[src/pkg/swd_pkg.sv]
// Constants, types and register map of the system watchdog
package swd_pkg;
   // Register byte offsets
   localparam logic [7:0] OFS_CTRL_FIRST = 8'h00;
   localparam logic [7:0] OFS_CTRL_SECOND = 8'h04;
   localparam logic [7:0] OFS_STATUS = 8'h08;
   localparam logic [7:0] OFS_INT_STAT = 8'h0C;
   localparam logic [7:0] OFS_INT_CLR = 8'h10;
   localparam logic [7:0] OFS_INT_EN = 8'h14;
   // Input clock dividers
   localparam int unsigned DIV_FAST = 256;
   localparam int unsigned DIV_SLOW = 16384;
   // Fixed and reset counter values
   localparam logic [15:0] RELOAD_RST = 16'h0000;
   localparam logic [15:0] TIMEOUT_RELOAD = 16'hFFFC;
   localparam logic [15:0] PREWARN_RELOAD = 16'hFFF0;
   localparam logic [15:0] CNT_MAX = 16'hFFFF;
   localparam logic [15:0] CNT_RST = 16'h0000;
   // Password fields
   localparam logic [5:0] PW_RST = 6'h00;
   localparam logic [7:0] FIRST_GUARD = 8'h00;
   localparam logic [7:0] SECOND_GUARD = 8'hA5;
   localparam logic ENDINIT_RST = 1'b1;
   // Config register fields
   localparam int unsigned CFG_DIS_BIT = 0;
   localparam int unsigned CFG_FAST_BIT = 1;
   localparam logic [1:0] CFG_RST = 2'b00;
   // Interrupt status bits
   localparam int unsigned INT_W = 4;
   localparam int unsigned INT_ACC = 0;
   localparam int unsigned INT_OVF = 1;
   localparam int unsigned INT_SVC = 2;
   localparam int unsigned INT_UNLK = 3;
   localparam logic [3:0] INT_RST = 4'h0;
   // Watchdog reset pulse timing
   localparam int unsigned CLK_MHZ = 25;
   localparam int unsigned RST_PULSE_NS = 640;
   localparam int unsigned RST_PULSE_CYC = (RST_PULSE_NS * CLK_MHZ + 999) / 1000;
   localparam logic [7:0] PULSE_LAST = 8'(RST_PULSE_CYC - 1);
   localparam logic [7:0] PULSE_RST = 8'h00;

   // Operating modes, one-hot
   typedef enum logic [3:0] {
      ST_NORMAL = 4'b0001,
      ST_TIMEOUT = 4'b0010,
      ST_PREWARN = 4'b0100,
      ST_RESET = 4'b1000
   } swd_state_e;

   // Layout of the first control register
   typedef struct packed {
      logic [15:0] reload;
      logic [7:0] guard;
      logic [5:0] pw;
      logic lock;
      logic endinit;
   } swd_ctrl_word_s;
endpackage : swd_pkg

[src/rtl/swd_prescaler.sv]
// Input clock divider for the watchdog counter
`timescale 1ns/1ps
`default_nettype none
module swd_prescaler #(
   parameter int unsigned DIV_FAST = swd_pkg::DIV_FAST,
   parameter int unsigned DIV_SLOW = swd_pkg::DIV_SLOW
) (
   // Clock and reset
   input wire logic clk_sys,
   input wire logic sys_rst,
   // Control
   input wire logic clr,
   input wire logic fastSel,
   // Count enable pulse
   output logic tick
);
   localparam int unsigned CW = $clog2(DIV_SLOW);
   localparam logic [CW-1:0] LIM_FAST = CW'(DIV_FAST - 1);
   localparam logic [CW-1:0] LIM_SLOW = CW'(DIV_SLOW - 1);

   // Refuse dividers the counter cannot serve
   if (DIV_FAST < 2 || DIV_SLOW <= DIV_FAST) begin : g_chk
      $error("swd_prescaler: bad divider values");
   end

   logic [CW-1:0] cnt_r;
   logic [CW-1:0] cnt_nxt;
   wire logic [CW-1:0] limit = fastSel ? LIM_FAST : LIM_SLOW;

   // One tick per divided period
   assign tick = (cnt_r >= limit);
   assign cnt_nxt = tick ? '0 : cnt_r + CW'(1);

   // Divider counter
   always_ff @(posedge clk_sys) begin
      if (sys_rst || clr) begin
         cnt_r <= '0;
      end else begin
         cnt_r <= cnt_nxt;
      end
   end
endmodule : swd_prescaler
`default_nettype wire

[src/rtl/swd_access_check.sv]
// Password and guard checks for the two-write access
`timescale 1ns/1ps
`default_nettype none
module swd_access_check (
   // Written word and current settings
   input wire swd_pkg::swd_ctrl_word_s word,
   input wire logic [5:0] pwCur,
   input wire logic [15:0] reloadCur,
   // Check results
   output logic firstOk,
   output logic secondOk
);
   // Fixed lock and guard fields plus user password and reload must match
   assign firstOk = word.lock && (word.guard == swd_pkg::FIRST_GUARD) && (word.pw == pwCur)
      && (word.reload == reloadCur);
   // Second write carries the fixed guard pattern and relocks
   assign secondOk = word.lock && (word.guard == swd_pkg::SECOND_GUARD);
endmodule : swd_access_check
`default_nettype wire

[src/rtl/swd_watchdog.sv]
// System watchdog with end-of-init protect line, prewarning and double reset hold
//
// Design decisions made here: the register offsets and strobed register access.
`timescale 1ns/1ps
`default_nettype none
// What this block does
// When enabled, an unserviced watchdog causes a full system reset.
// End-of-init bit drives protect line; writes need supervisor mode and bit zero.
// Errors raise a non-maskable interrupt first, reset only after a further period.
// 16-bit counter ticks at clock/256 or clock/16384; normal reload is software's.
// Time-out and prewarning modes reload the counter with fixed values.
// Each service is two writes; the time between them is limited.
// Password mixes fixed and software fields, all checked on the first write.
// Wrong password or wrong guard bits are access errors starting reset generation.
// Counter overflow is an error that starts reset generation.
// With timeout disabled, password checks and end-of-init monitoring still work.
// Two watchdog resets without proper access hold reset until hardware reset.
// A completed service reloads the counter and clears the earlier-reset record.
module swd_watchdog (
   // Clock and reset
   input wire logic clk_sys,
   input wire logic sys_rst,
   // Register port
   input wire logic [7:0] regAddr,
   input wire logic [31:0] regWdata,
   input wire logic regWr,
   input wire logic regRd,
   output logic [31:0] regRdata,
   // CPU mode
   input wire logic supervisorMode,
   // System outputs
   output logic protectWrEn,
   output logic nmiReq,
   output logic sysResetReq,
   output logic irq
);
   // Address match
   function automatic logic isReg(input logic [7:0] a, input logic [7:0] ofs);
      isReg = (a == ofs);
   endfunction : isReg

   swd_pkg::swd_state_e state_r;
   swd_pkg::swd_state_e state_nxt;
   logic [15:0] cnt_r;
   logic [15:0] cnt_nxt;
   logic [15:0] reload_r;
   logic [5:0] pw_r;
   logic endinit_r;
   logic [1:0] cfg_r;
   logic rstSeen_r;
   logic holdRst_r;
   logic [7:0] pulse_r;
   logic [3:0] intStat_r;
   logic [3:0] intStat_nxt;
   logic [3:0] intEn_r;
   logic [31:0] rdata_nxt;
   logic tick;
   logic firstOk;
   logic secondOk;
   logic [16:0] toCnt_r;
   // Longest stay in time-out mode: clock cycles in the slow ticks from the fixed reload to overflow
   localparam logic [16:0] TO_MAX = 17'((swd_pkg::CNT_MAX - swd_pkg::TIMEOUT_RELOAD + 16'h0001) * swd_pkg::DIV_SLOW);

   // Decoded writes and state flags
   wire swd_pkg::swd_ctrl_word_s ctrlW = swd_pkg::swd_ctrl_word_s'(regWdata);
   wire logic wrFirst = regWr && isReg(regAddr, swd_pkg::OFS_CTRL_FIRST);
   wire logic wrCfg = regWr && isReg(regAddr, swd_pkg::OFS_CTRL_SECOND);
   wire logic wrIntClr = regWr && isReg(regAddr, swd_pkg::OFS_INT_CLR);
   wire logic wrIntEn = regWr && isReg(regAddr, swd_pkg::OFS_INT_EN);
   wire logic inNormal = (state_r == swd_pkg::ST_NORMAL);
   wire logic inTimeout = (state_r == swd_pkg::ST_TIMEOUT);
   wire logic inPrewarn = (state_r == swd_pkg::ST_PREWARN);
   wire logic inReset = (state_r == swd_pkg::ST_RESET);
   wire logic cfgDis = cfg_r[swd_pkg::CFG_DIS_BIT];

   // Divided count clock
   // A service does not clear the divider, so the first tick after it may come early
   swd_prescaler #(
      .DIV_FAST(swd_pkg::DIV_FAST),
      .DIV_SLOW(swd_pkg::DIV_SLOW)
   ) u_presc (
      .clk_sys(clk_sys),
      .sys_rst(sys_rst),
      .clr(inReset),
      .fastSel(cfg_r[swd_pkg::CFG_FAST_BIT]),
      .tick(tick)
   );

   // Password and guard checks
   // The first write repeats the reload value, which keeps stray writes from unlocking
   swd_access_check u_chk (
      .word(ctrlW),
      .pwCur(pw_r),
      .reloadCur(reload_r),
      .firstOk(firstOk),
      .secondOk(secondOk)
   );

   // Counter run and overflow; disable only stops normal mode
   wire logic countOn = (inNormal && !cfgDis) || inTimeout || inPrewarn;
   wire logic ovf = tick && countOn && (cnt_r == swd_pkg::CNT_MAX);
   wire logic ovfErr = ovf && (inNormal || inTimeout);
   // Access events; checks run whether or not timeout is disabled.
   // A write landing on the overflow edge came too late, so the error wins over it.
   wire logic unlock = wrFirst && inNormal && firstOk && !ovfErr;
   wire logic svcDone = wrFirst && inTimeout && secondOk && !ovfErr;
   wire logic accErr = wrFirst && ((inNormal && !firstOk) || (inTimeout && !secondOk));
   wire logic errStart = accErr || ovfErr;
   wire logic rstStart = ovf && inPrewarn;
   wire logic pulseDone = inReset && (pulse_r == swd_pkg::PULSE_LAST);
   wire logic wdtRstEnd = pulseDone && !holdRst_r;
   // The end of a watchdog reset pulse re-initialises mode, counter, settings and interrupts as a hardware reset does
   wire logic softRst = sys_rst || wdtRstEnd;

   // Mode sequencing
   always_comb begin
      case (state_r)
         swd_pkg::ST_NORMAL: begin
            if (errStart) begin
               state_nxt = swd_pkg::ST_PREWARN;
            end else if (unlock) begin
               state_nxt = swd_pkg::ST_TIMEOUT;
            end else begin
               state_nxt = swd_pkg::ST_NORMAL;
            end
         end
         swd_pkg::ST_TIMEOUT: begin
            if (errStart) begin
               state_nxt = swd_pkg::ST_PREWARN;
            end else if (svcDone) begin
               state_nxt = swd_pkg::ST_NORMAL;
            end else begin
               state_nxt = swd_pkg::ST_TIMEOUT;
            end
         end
         swd_pkg::ST_PREWARN: begin
            state_nxt = rstStart ? swd_pkg::ST_RESET : swd_pkg::ST_PREWARN;
         end
         swd_pkg::ST_RESET: begin
            state_nxt = wdtRstEnd ? swd_pkg::ST_NORMAL : swd_pkg::ST_RESET;
         end
         default: begin
            state_nxt = swd_pkg::ST_NORMAL;
         end
      endcase
   end

   // Counter reload and count
   // Service events and errors exclude each other, so the order below is safe
   always_comb begin
      if (unlock) begin
         cnt_nxt = swd_pkg::TIMEOUT_RELOAD;
      end else if (svcDone) begin
         cnt_nxt = ctrlW.reload;
      end else if (errStart && !inPrewarn) begin
         cnt_nxt = swd_pkg::PREWARN_RELOAD;
      end else if (inReset) begin
         cnt_nxt = swd_pkg::CNT_RST;
      end else if (tick && countOn) begin
         cnt_nxt = cnt_r + 16'h0001;
      end else begin
         cnt_nxt = cnt_r;
      end
   end

   // Sticky interrupt status, set beats clear
   assign intStat_nxt = (intStat_r & ~(wrIntClr ? regWdata[3:0] : 4'h0))
      | {unlock, svcDone, ovfErr, accErr};

   // Read data selection
   always_comb begin
      rdata_nxt = 32'h0000_0000;
      if (regRd) begin
         if (isReg(regAddr, swd_pkg::OFS_CTRL_FIRST)) begin
            rdata_nxt = {reload_r, 8'h00, pw_r, !inTimeout, endinit_r};
         end else if (isReg(regAddr, swd_pkg::OFS_CTRL_SECOND)) begin
            rdata_nxt = {30'h0000_0000, cfg_r};
         end else if (isReg(regAddr, swd_pkg::OFS_STATUS)) begin
            rdata_nxt = {cnt_r, 9'h000, rstSeen_r, cfg_r, state_r};
         end else if (isReg(regAddr, swd_pkg::OFS_INT_STAT)) begin
            rdata_nxt = {28'h000_0000, intStat_r};
         end else if (isReg(regAddr, swd_pkg::OFS_INT_EN)) begin
            rdata_nxt = {28'h000_0000, intEn_r};
         end
      end
   end

   // Mode and counter, re-initialised after a watchdog reset
   always_ff @(posedge clk_sys) begin
      if (softRst) begin
         state_r <= swd_pkg::ST_NORMAL;
         cnt_r <= swd_pkg::CNT_RST;
      end else begin
         state_r <= state_nxt;
         cnt_r <= cnt_nxt;
      end
   end

   // Software settings, written by the second write of a service
   always_ff @(posedge clk_sys) begin
      if (softRst) begin
         reload_r <= swd_pkg::RELOAD_RST;
         pw_r <= swd_pkg::PW_RST;
         endinit_r <= swd_pkg::ENDINIT_RST;
      end else if (svcDone) begin
         reload_r <= ctrlW.reload;
         pw_r <= ctrlW.pw;
         endinit_r <= ctrlW.endinit;
      end
   end

   // Config needs the protect line open
   // A user-mode task can neither disable the watchdog nor slow it down
   always_ff @(posedge clk_sys) begin
      if (softRst) begin
         cfg_r <= swd_pkg::CFG_RST;
      end else if (wrCfg && protectWrEn) begin
         cfg_r <= regWdata[1:0];
      end
   end

   // Interrupt registers
   // Set and clear in one cycle: the set wins so no event is lost
   always_ff @(posedge clk_sys) begin
      if (softRst) begin
         intStat_r <= swd_pkg::INT_RST;
         intEn_r <= swd_pkg::INT_RST;
      end else begin
         intStat_r <= intStat_nxt;
         intEn_r <= wrIntEn ? regWdata[3:0] : intEn_r;
      end
   end

   // Earlier-reset record survives watchdog resets
   // Only a hardware reset clears the hold, so a system that keeps failing
   // its start-up stays quiet instead of resetting again and again
   always_ff @(posedge clk_sys) begin
      if (sys_rst) begin
         rstSeen_r <= 1'b0;
         holdRst_r <= 1'b0;
      end else begin
         if (rstStart) begin
            rstSeen_r <= 1'b1;
         end else if (svcDone) begin
            rstSeen_r <= 1'b0;
         end
         if (rstStart && rstSeen_r) begin
            holdRst_r <= 1'b1;
         end
      end
   end

   // Reset pulse length and read data
   // The pulse counter wraps in a held reset, which is harmless
   always_ff @(posedge clk_sys) begin
      if (sys_rst) begin
         pulse_r <= swd_pkg::PULSE_RST;
         regRdata <= 32'h0000_0000;
      end else begin
         pulse_r <= (inReset && !pulseDone) ? pulse_r + 8'h01 : swd_pkg::PULSE_RST;
         regRdata <= rdata_nxt;
      end
   end

   // System outputs
   assign protectWrEn = supervisorMode && !endinit_r;
   assign nmiReq = inPrewarn;
   assign sysResetReq = inReset;
   assign irq = |(intStat_r & intEn_r);

   // Cycles spent in time-out mode, bounded by a check below
   always_ff @(posedge clk_sys) begin
      if (sys_rst || !inTimeout) begin
         toCnt_r <= 17'h00000;
      end else begin
         toCnt_r <= toCnt_r + 17'h00001;
      end
   end
endmodule : swd_watchdog
`default_nettype wire

[config.mk]
export PLATFORM = sky130hd
export DESIGN_NAME = swd_watchdog
export DESIGN_NICKNAME = d
export VERILOG_FILES = /design/src/pkg/swd_pkg.sv /design/src/rtl/swd_prescaler.sv /design/src/rtl/swd_access_check.sv /design/src/rtl/swd_watchdog.sv
export SDC_FILE = /design/constraint.sdc
export NUM_CORES = 1
export LEC_CHECK = 0
export ABC_AREA = 0
export BUFFER_PORTS_ARGS = -buffer_cell sky130_fd_sc_hd__clkbuf_2
export CORE_ASPECT_RATIO = 1.1
export CORE_MARGIN = 1.5
export CORE_UTILIZATION = 57
export CTS_CLUSTER_SIZE = 40
export DETAILED_ROUTE_END_ITERATION = 12
export GPL_TIMING_DRIVEN = 0
export PLACE_DENSITY_LB_ADDON = 0.25
export SLEW_MARGIN = 20
export SYNTH_ARGS = -nofsm -noshare
export SYNTH_HDL_FRONTEND = slang
export SYNTH_SLANG_ARGS = --single-unit
[constraint.sdc]
create_clock -name clk_sys -period 3.15 [get_ports clk_sys]
set_clock_uncertainty 0.2 [all_clocks]
set_input_delay 0.1575 -clock clk_sys [delete_from_list [all_inputs] [get_ports clk_sys]]
set_output_delay 0.1575 -clock clk_sys [all_outputs]
set_load 0.005 [all_outputs]
==> results by group, run 1 <==
CTS
  – CTS buffer count: 9
  – H-tree depth: 3
  – Clk_lat worst skew: about 0.37 ns
  – CTS root buf: clkbuf_8
  – CTS tree: built
  – Clock buffer depth: 2
  – Clock sinks: 101
  – Clock transition at path regs: 0.09 ns

Critical path
  – Reg2reg start: cfg_r[1]
  – CP dominant cell by count: a21oi_1
  – CP max-delay cell: dfxtp_1
  – R2R Setup Slk: 0.23 ns
  – Critical path fanouts, max: 10
  – Critical Path Start Type: flop
  – CP arrival: 2.96 ns
  – Required @ worst endpoint: 3.19 ns
  – Buf/Inv on CP: 2
  – Worst r2r dst: reload_r[6]
  – R2r worst-path depth: 10
  – Delay of the slowest cell on the worst path: ~0.57 ns
  – CP top delay family: compound AO/OA/AOI/OAI gates
  – Critical path, cell by cell: ha_1 > a21oi_1 > o21ai_1 > a211oi_4 > or3_1 > clkbuf_1 > nand2_2 > buf_4 > nand2_1 > a21oi_1
  – Crit end category: flop
  – Worst setup path start: cfg_r[1]
  – Setup CP Type: flop to flop

Route
  – Final WL: about 14000 um
  – Vias: between 4k and 5k
  – Final ANT Viol Nets: 0
  – Drt pass-1 iters: 6
  – Number of remaining DRC errors: 0
  – Vias per inst: 5.83
  – WL per Instance: between 15 and 20 um
  – 1st-iter DRT viols: 253

Floorplan
  – Initial core utilization: 59.6%
  – Die Wd: 92.9 um
  – Core area: 8500 sq um
  – Die height: 102 um
  – Die ar.: 9460 sq um
  – Core Rows: 35
  – IO Count: 81

Synth
  – Most common flop cell mapped by yosys: dfxtp_1
  – Post-synth cell types: 65
  – Post-synthesis sequential area ratio: about two fifths
  – Synth Area per Inst: 8.53 sq um
  – Post-synth ARST share: 0%
  – EDFF count, synth: 0
  – Synth Cell Area: between 5000 and 6000 sq um
  – Yosys Warn Count: 0
  – Syn Inst Count: 594
  – Register bit total from synthesis: approximately 100

GRT
  – Initial antenna violation count: 0
  – GRT overflow: 0
  – Global Route Usage Sum: a little under a third
  – Largest net degree at the start of global routing: 17
  – Vias in the first global route: around 4.6k
  – First-pass GRT wire length: 22400 um

STA
  – Slew @ Worst Pin: 0.815 ns
  – Worst slew margin: approximately 46%
  – RSZ-0062 raised after global routing: false
  – Minimum clock period: 2.92 ns
  – Fin Setup TNS: 0 ns
  – Final hold violation count: 0
  – Period utilisation layout: 92.6%
  – Peak Freq: 343 MHz
  – Setup violations, final: 0
  – Final worst slack: 0.232 ns
  – Pins Over Slew Limit: 0

Hold path
  – Worst Hold End: regRdata[3]
  – Hold path start: regAddr[3]
  – Hold depth: 4
  – Hold crit path type: input pin to flop

Outcome
  – Status: finished clean

Final layout
  – Inserted Diodes: 0
  – Final Cell Area: 6100 sq um
  – Area Growth Syn to Fin: 20.3%
  – Layout cells sized above 1: 17.9%
  – Final nets: 767
  – Most frequent cells in the layout: dfxtp_1, nand2_1, clkbuf_2
  – Core Util, Final: 71.8%
  – FILL cells: 700
  – Most common cell after layout, fill and taps aside: dfxtp_1

Place
  – Pre-CTS setup slack: 0.0515 ns
  – Port bufs: 72
  – Post-DP Area: between 5000 and 6000 sq um
  – GP Congestion: between 0.9 and 1
  – Final HPWL DP: 10300 um

Pwr
  – Max VDD drop: 0.220 mV
  – Design Power: approximately 0.0023 W
  – P_leak: 2.34 nW
  – P per Cell Area: 383 nW/um^2

Flow run
  – MaxCap Viol Count: 0
## worst max-delay path by stage
stage | end | slack (ns) | cells past startpoint
after global placement | endinit_r | 0.11 | 10
after global routing | u_presc.cnt_r[2] | 0.07 | 8
final | reload_r[6] | 0.23 | 10
after CTS | cnt_r[6] | 0.06 | 8
after detailed placement | cnt_r[6] | 0.05 | 8
after floorplan | cnt_r[3] | 0.67 | 9
## cells in the mapped netlist (all sizes together), types with 8 or more instances
master / number / share of area (%)
ha: 9 / 2.2
mux2i: 28 / 5.5
and3: 8 / 0.99
nor2: 66 / 4.9
clkbuf: 11 / 0.82
xor2: 14 / 2.4
nand2: 80 / 6.0
inv: 12 / 0.89
nand3: 18 / 2.0
a21oi: 54 / 5.3
or3: 10 / 1.4
nor4: 8 / 1.1
o21ai: 12 / 1.2
nor3: 14 / 1.7
xnor2: 38 / 6.6
dfxtp: 101 / 40
nand4: 8 / 0.99
buf: 25 / 3.1
## cell families (layout without fill, tap and decap cells)
kind of cell / after synthesis / count (layout) / share of synthesized area [%]
AO/OA/AOI/OAI: 106 / 106 / 13.0
other: 1 / 8 / 0.0740
adder cells (fa/ha/maj): 9 / 9 / 2.22
multiplexers: 33 / 33 / 6.64
AND/OR/NAND/NOR: 244 / 244 / 24.3
XOR/XNOR: 52 / 52 / 8.99
flip-flops: 101 / 101 / 39.9
buffers and inverters: 48 / 163 / 4.82
## state kept, by name, summed over array words and instances, names as in the netlist
name / count
regRdata: 24
cfg_r: 2
intStat_r: 4
u_presc.cnt_r: 14
cnt_r: 16
reload_r: 16
endinit_r: 1
state_r: 4
pw_r: 6
intEn_r: 4
rstSeen_r: 1
holdRst_r: 1
pulse_r: 8
## worst reg2reg max path: stages, from the launching register on
cell      delay (ns)
dfxtp_1         0.57
ha_1            0.34
a21oi_1         0.13
o21ai_1         0.14
a211oi_4        0.38
or3_1           0.17
clkbuf_1        0.26
nand2_2         0.22
buf_4           0.24
nand2_1         0.09
a21oi_1         0.06
## layout make-up
cell class / instances / area, sq um / share of cell area, %
multi-input cells: 452 / 2840 / 46.5
clock buffers: 9 / 124 / 2.03
flip-flops and latches: 101 / 2020 / 33.2
inverters: 12 / 45.0 / 0.739
clock inverters: 5 / 85.1 / 1.40
well taps: 111 / 139 / 2.28
plain buffers: 36 / 199 / 3.26
repair buffers: 101 / 646 / 10.6
## metal layers
metal  track usage (%)  routed length [um]  up-vias
li1                  -                   -     2300
met1              36.1                5630     2281
met2              55.0                7190      195
met3              4.69                 922       46
met4              15.0                 500        0
met5                 0                   0        -
## per-stage QoR
step / hold slack (ns) / cells
floorplan: 0.0266 / 601
global placement: 0.216 / 784
detailed placement: 0.216 / 784
CTS: 0.0515 / 825
global route: 0.0816 / 827
finish: 0.0561 / 827
## report_power, final
group / switching [W] / leakage (nW) / internal, W
clock: 0.000448 / 0.102 / 0.000444
sequential: 0.00000364 / 0.814 / 0.00128
combinational: 0.0000806 / 1.42 / 0.0000769
## timing repair
| action | CTS | global route |
|---|---|---|
| pin swaps | 0 | 1 |
| endpoints found under the setup margin | 1 | 46 |
| setup buffers | 0 | 2 |
| hold buffers | 27 | 0 |
| resized for setup | 1 | 2 |
| gates cloned | 0 | 0 |
| endpoints found under the hold margin | 40 | 0 |
Power figures use the tool's default switching activity.
==> run 2: changes to the inputs <==
Settings changed: ABC_AREA 0 to 1, CORE_UTILIZATION 57 to 58.
==> results by group, run 2 <==
Outcome
  – Status: finished with violations
  – Failing checks: hold timing

Flow run
  – MaxCap Viol Count: 0

GRT
  – Global Route Usage Sum: 30.7%
  – First-pass GRT wire length: 26500 um
  – Vias in the first global route: 5669
  – GRT overflow: 0
  – Largest net degree at the start of global routing: 19
  – Initial antenna violation count: 0

CTS
  – Clk_lat worst skew: 0.39 ns
  – H-tree depth: 3
  – CTS buffer count: 9
  – Post CTS Setup Buffer Count: 0
  – Clock transition at path regs: 0.11 ns
  – Clock buffer depth: 2
  – CTS root buf: clkbuf_8
  – Clock sinks: 101
  – CTS tree: built

Critical path
  – CP dominant cell by count: nor2_4
  – Required @ worst endpoint: 3.24 ns
  – Critical path, cell by cell: ha_1 > nand2_2 > nor2_4 > nand2_4 > nor2_4 > nand4_4 > nand3_1 > nand2_2 > nor2_4 > buf_6 > nand3b_1 > nand2_1 > nor2_1
  – Critical path fanouts, max: 10
  – Setup CP Type: flop to flop
  – Crit end category: flop
  – CP max-delay cell: dfxtp_1
  – CP arrival: 2.82 ns
  – Delay of the slowest cell on the worst path: between 0.5 and 0.6 ns
  – Critical Path Start Type: flop

Pwr
  – P per Cell Area: between 300 and 400 nW/um^2
  – P_leak: 3.30 nW
  – Max VDD drop: 0.252 mV

Place
  – GP Congestion: between 0.9 and 1
  – Post-DP Area: 6550 sq um
  – Pre-CTS setup slack: 0.545 ns
  – Port bufs: 72
  – # placed instances: 1145
  – Final HPWL DP: 12600 um

Synth
  – Top post-synthesis cells by area: dfxtp_1, nand2_1, nor2_1
  – Synth Area per Inst: 6.35 sq um
  – Yosys Warn Count: 0
  – Post-synthesis sequential area ratio: around a third
  – Synth Cell Area: between 6000 and 7000 sq um
  – Register bit total from synthesis: 101
  – Synth top cells by count: nand2_1, nor2_1, inv_1
  – Most common flop cell mapped by yosys: dfxtp_1
  – Yosys top cell area share: 33.6%
  – Post-synth ARST share: 0%
  – EDFF count, synth: 0
  – Cell taking the most area after synthesis: dfxtp_1
  – Syn Inst Count: 946
  – Post-synth cell types: 44
  – Most numerous cell in the Yosys netlist: nand2_1

Floorplan
  – Core Rows: 38
  – Die ar.: 11000 sq um
  – IO Count: 81
  – Core area: around 10000 sq um
  – Die Wd: about 100 um
  – Die height: 110 um
  – Initial core utilization: 60.2%

Final layout
  – Max reg flops: 24
  – Biggest regs: regRdata: 24 flops, cnt_r: 16 flops, reload_r: 16 flops
  – Most common cell after layout, fill and taps aside: nand2_1
  – Largest reg by FF count: regRdata
  – FILL cells: a little under 900
  – Final Cell Area: roughly 7000 sq um
  – Inserted Diodes: 0
  – Fin cells: 1187
  – Area of the multi-input gates: approximately 3400 sq um
  – Area Growth Syn to Fin: 16.7%
  – Layout cells sized above 1: 13.7%
  – Register Area: a little over 2000 sq um
  – Most frequent cells in the layout: nand2_1, nor2_1, inv_1
  – Final nets: 1116

STA
  – Period utilisation layout: 86.9%
  – Final hold violation count: 2
  – Worst slew margin: around 56%
  – Setup violations, final: 0
  – RSZ-0062 raised after global routing: false
  – Final worst slack: 0.414 ns
  – Fin Setup TNS: 0 ns
  – Pins Over Slew Limit: 0
  – Final hold slack: -0.00454 ns
  – Minimum clock period: 2.74 ns
  – Peak Freq: 365 MHz
  – Slew @ Worst Pin: 0.661 ns

Route
  – 1st-iter DRT viols: 593
  – Final ANT Viol Nets: 0
  – Final WL: 16300 um
  – WL per Instance: around 14 um
  – Number of remaining DRC errors: 0
  – Vias per inst: about 5.3
  – Vias: 6349
  – Drt pass-1 iters: 6

Hold path
  – Hold crit path type: input pin to flop
run 2: cell count changes in the layout (fill, tap and decap cells not counted), moves of 8 or more:
cell / delta
a21oi_1: +13
o21ai_0: +20
nor2_1: +68
nand2_2: +8
mux2i_1: -28
xnor2_1: -34
nand2_1: +199
nand3_1: +47
inv_1: +101
or3_1: -8
run 2: routing by layer:
| metal | vias to the layer above | wire [um] | part of all wire (%) | global-route usage [%] |
|---|---|---|---|---|
| li1 | 3222 | - | - | - |
| met1 | 2810 | 6990 | 43 | 40.3 |
| met2 | 279 | 7580 | 46 | 51.8 |
| met3 | 38 | 1330 | 8.1 | 4.51 |
| met4 | 0 | 433 | 2.7 | 9.96 |
| met5 | - | 0 | 0 | 0 |
run 2: logic make-up (layout without fill, tap and decap cells):
group | Yosys count | after routing | synth area share, %
adders and majority gates | 9 | 9 | 1.87
DFF | 101 | 101 | 33.6
other | 1 | 8 | 0.0624
xor gates and xnor gates | 19 | 19 | 2.77
and+or+nand+nor | 550 | 550 | 40.6
buffers and inverters | 150 | 264 | 10.4
AOI/OAI and AO/OA | 116 | 116 | 10.7
run 2: per-stage QoR:
step	hold WS, ns	utilization (%)	power (W)
finish	-0.00454	70.2	0.00235
global route	0.0702	70.2	0.00242
CTS	0.00383	70.2	0.00235
detailed placement	0.151	65.6	0.00146
global placement	0.161	65.6	0.00146
floorplan	0.0266	-	0.00140
run 2: area by class of cell:
class / count / share of cell area, %
clock buffer: 10 / 1.82
timing repair buffer: 98 / 8.85
tap: 120 / 2.14
clock inverter: 6 / 1.09
buffer: 27 / 2.30
multi-input combinational: 702 / 48.4
sequential: 101 / 28.8
inverter: 123 / 6.59
run 2: path summary, 6_finish.rpt:
kind | depth (start not counted) | startpoint | end | slack (ns)
max | 13 | cnt_r[0] | cnt_r[8] | 0.41
min | 5 | supervisorMode | cfg_r[0] | -0.005
max reg2reg | 13 | cnt_r[0] | cnt_r[8] | 0.41
min reg2reg | 1 | pulse_r[0] | pulse_r[0] | 0.26
run 2: power by group:
group          leakage (nW)  total [W]  internal [W]  switching [W]
Combinational          2.38   0.000181     0.0000775       0.000104
Sequential            0.814    0.00128       0.00128     0.00000289
Clock                 0.104   0.000882      0.000384       0.000498
Total                  3.30    0.00235       0.00174       0.000605
run 2: critical path: cells and delay by family (launching register included):
family / cells / cell delay [ns]
AND/OR/NAND/NOR: 11 / 1.43
flip-flops: 1 / 0.54
adder cells (fa/ha/maj): 1 / 0.28
buffers and inverters: 1 / 0.17
run 2: repair_timing:
| action | CTS | global route |
|---|---|---|
| hold buffers | 26 | 0 |
| endpoints found under the hold margin | 38 | 0 |
| resized for setup | 0 | 0 |
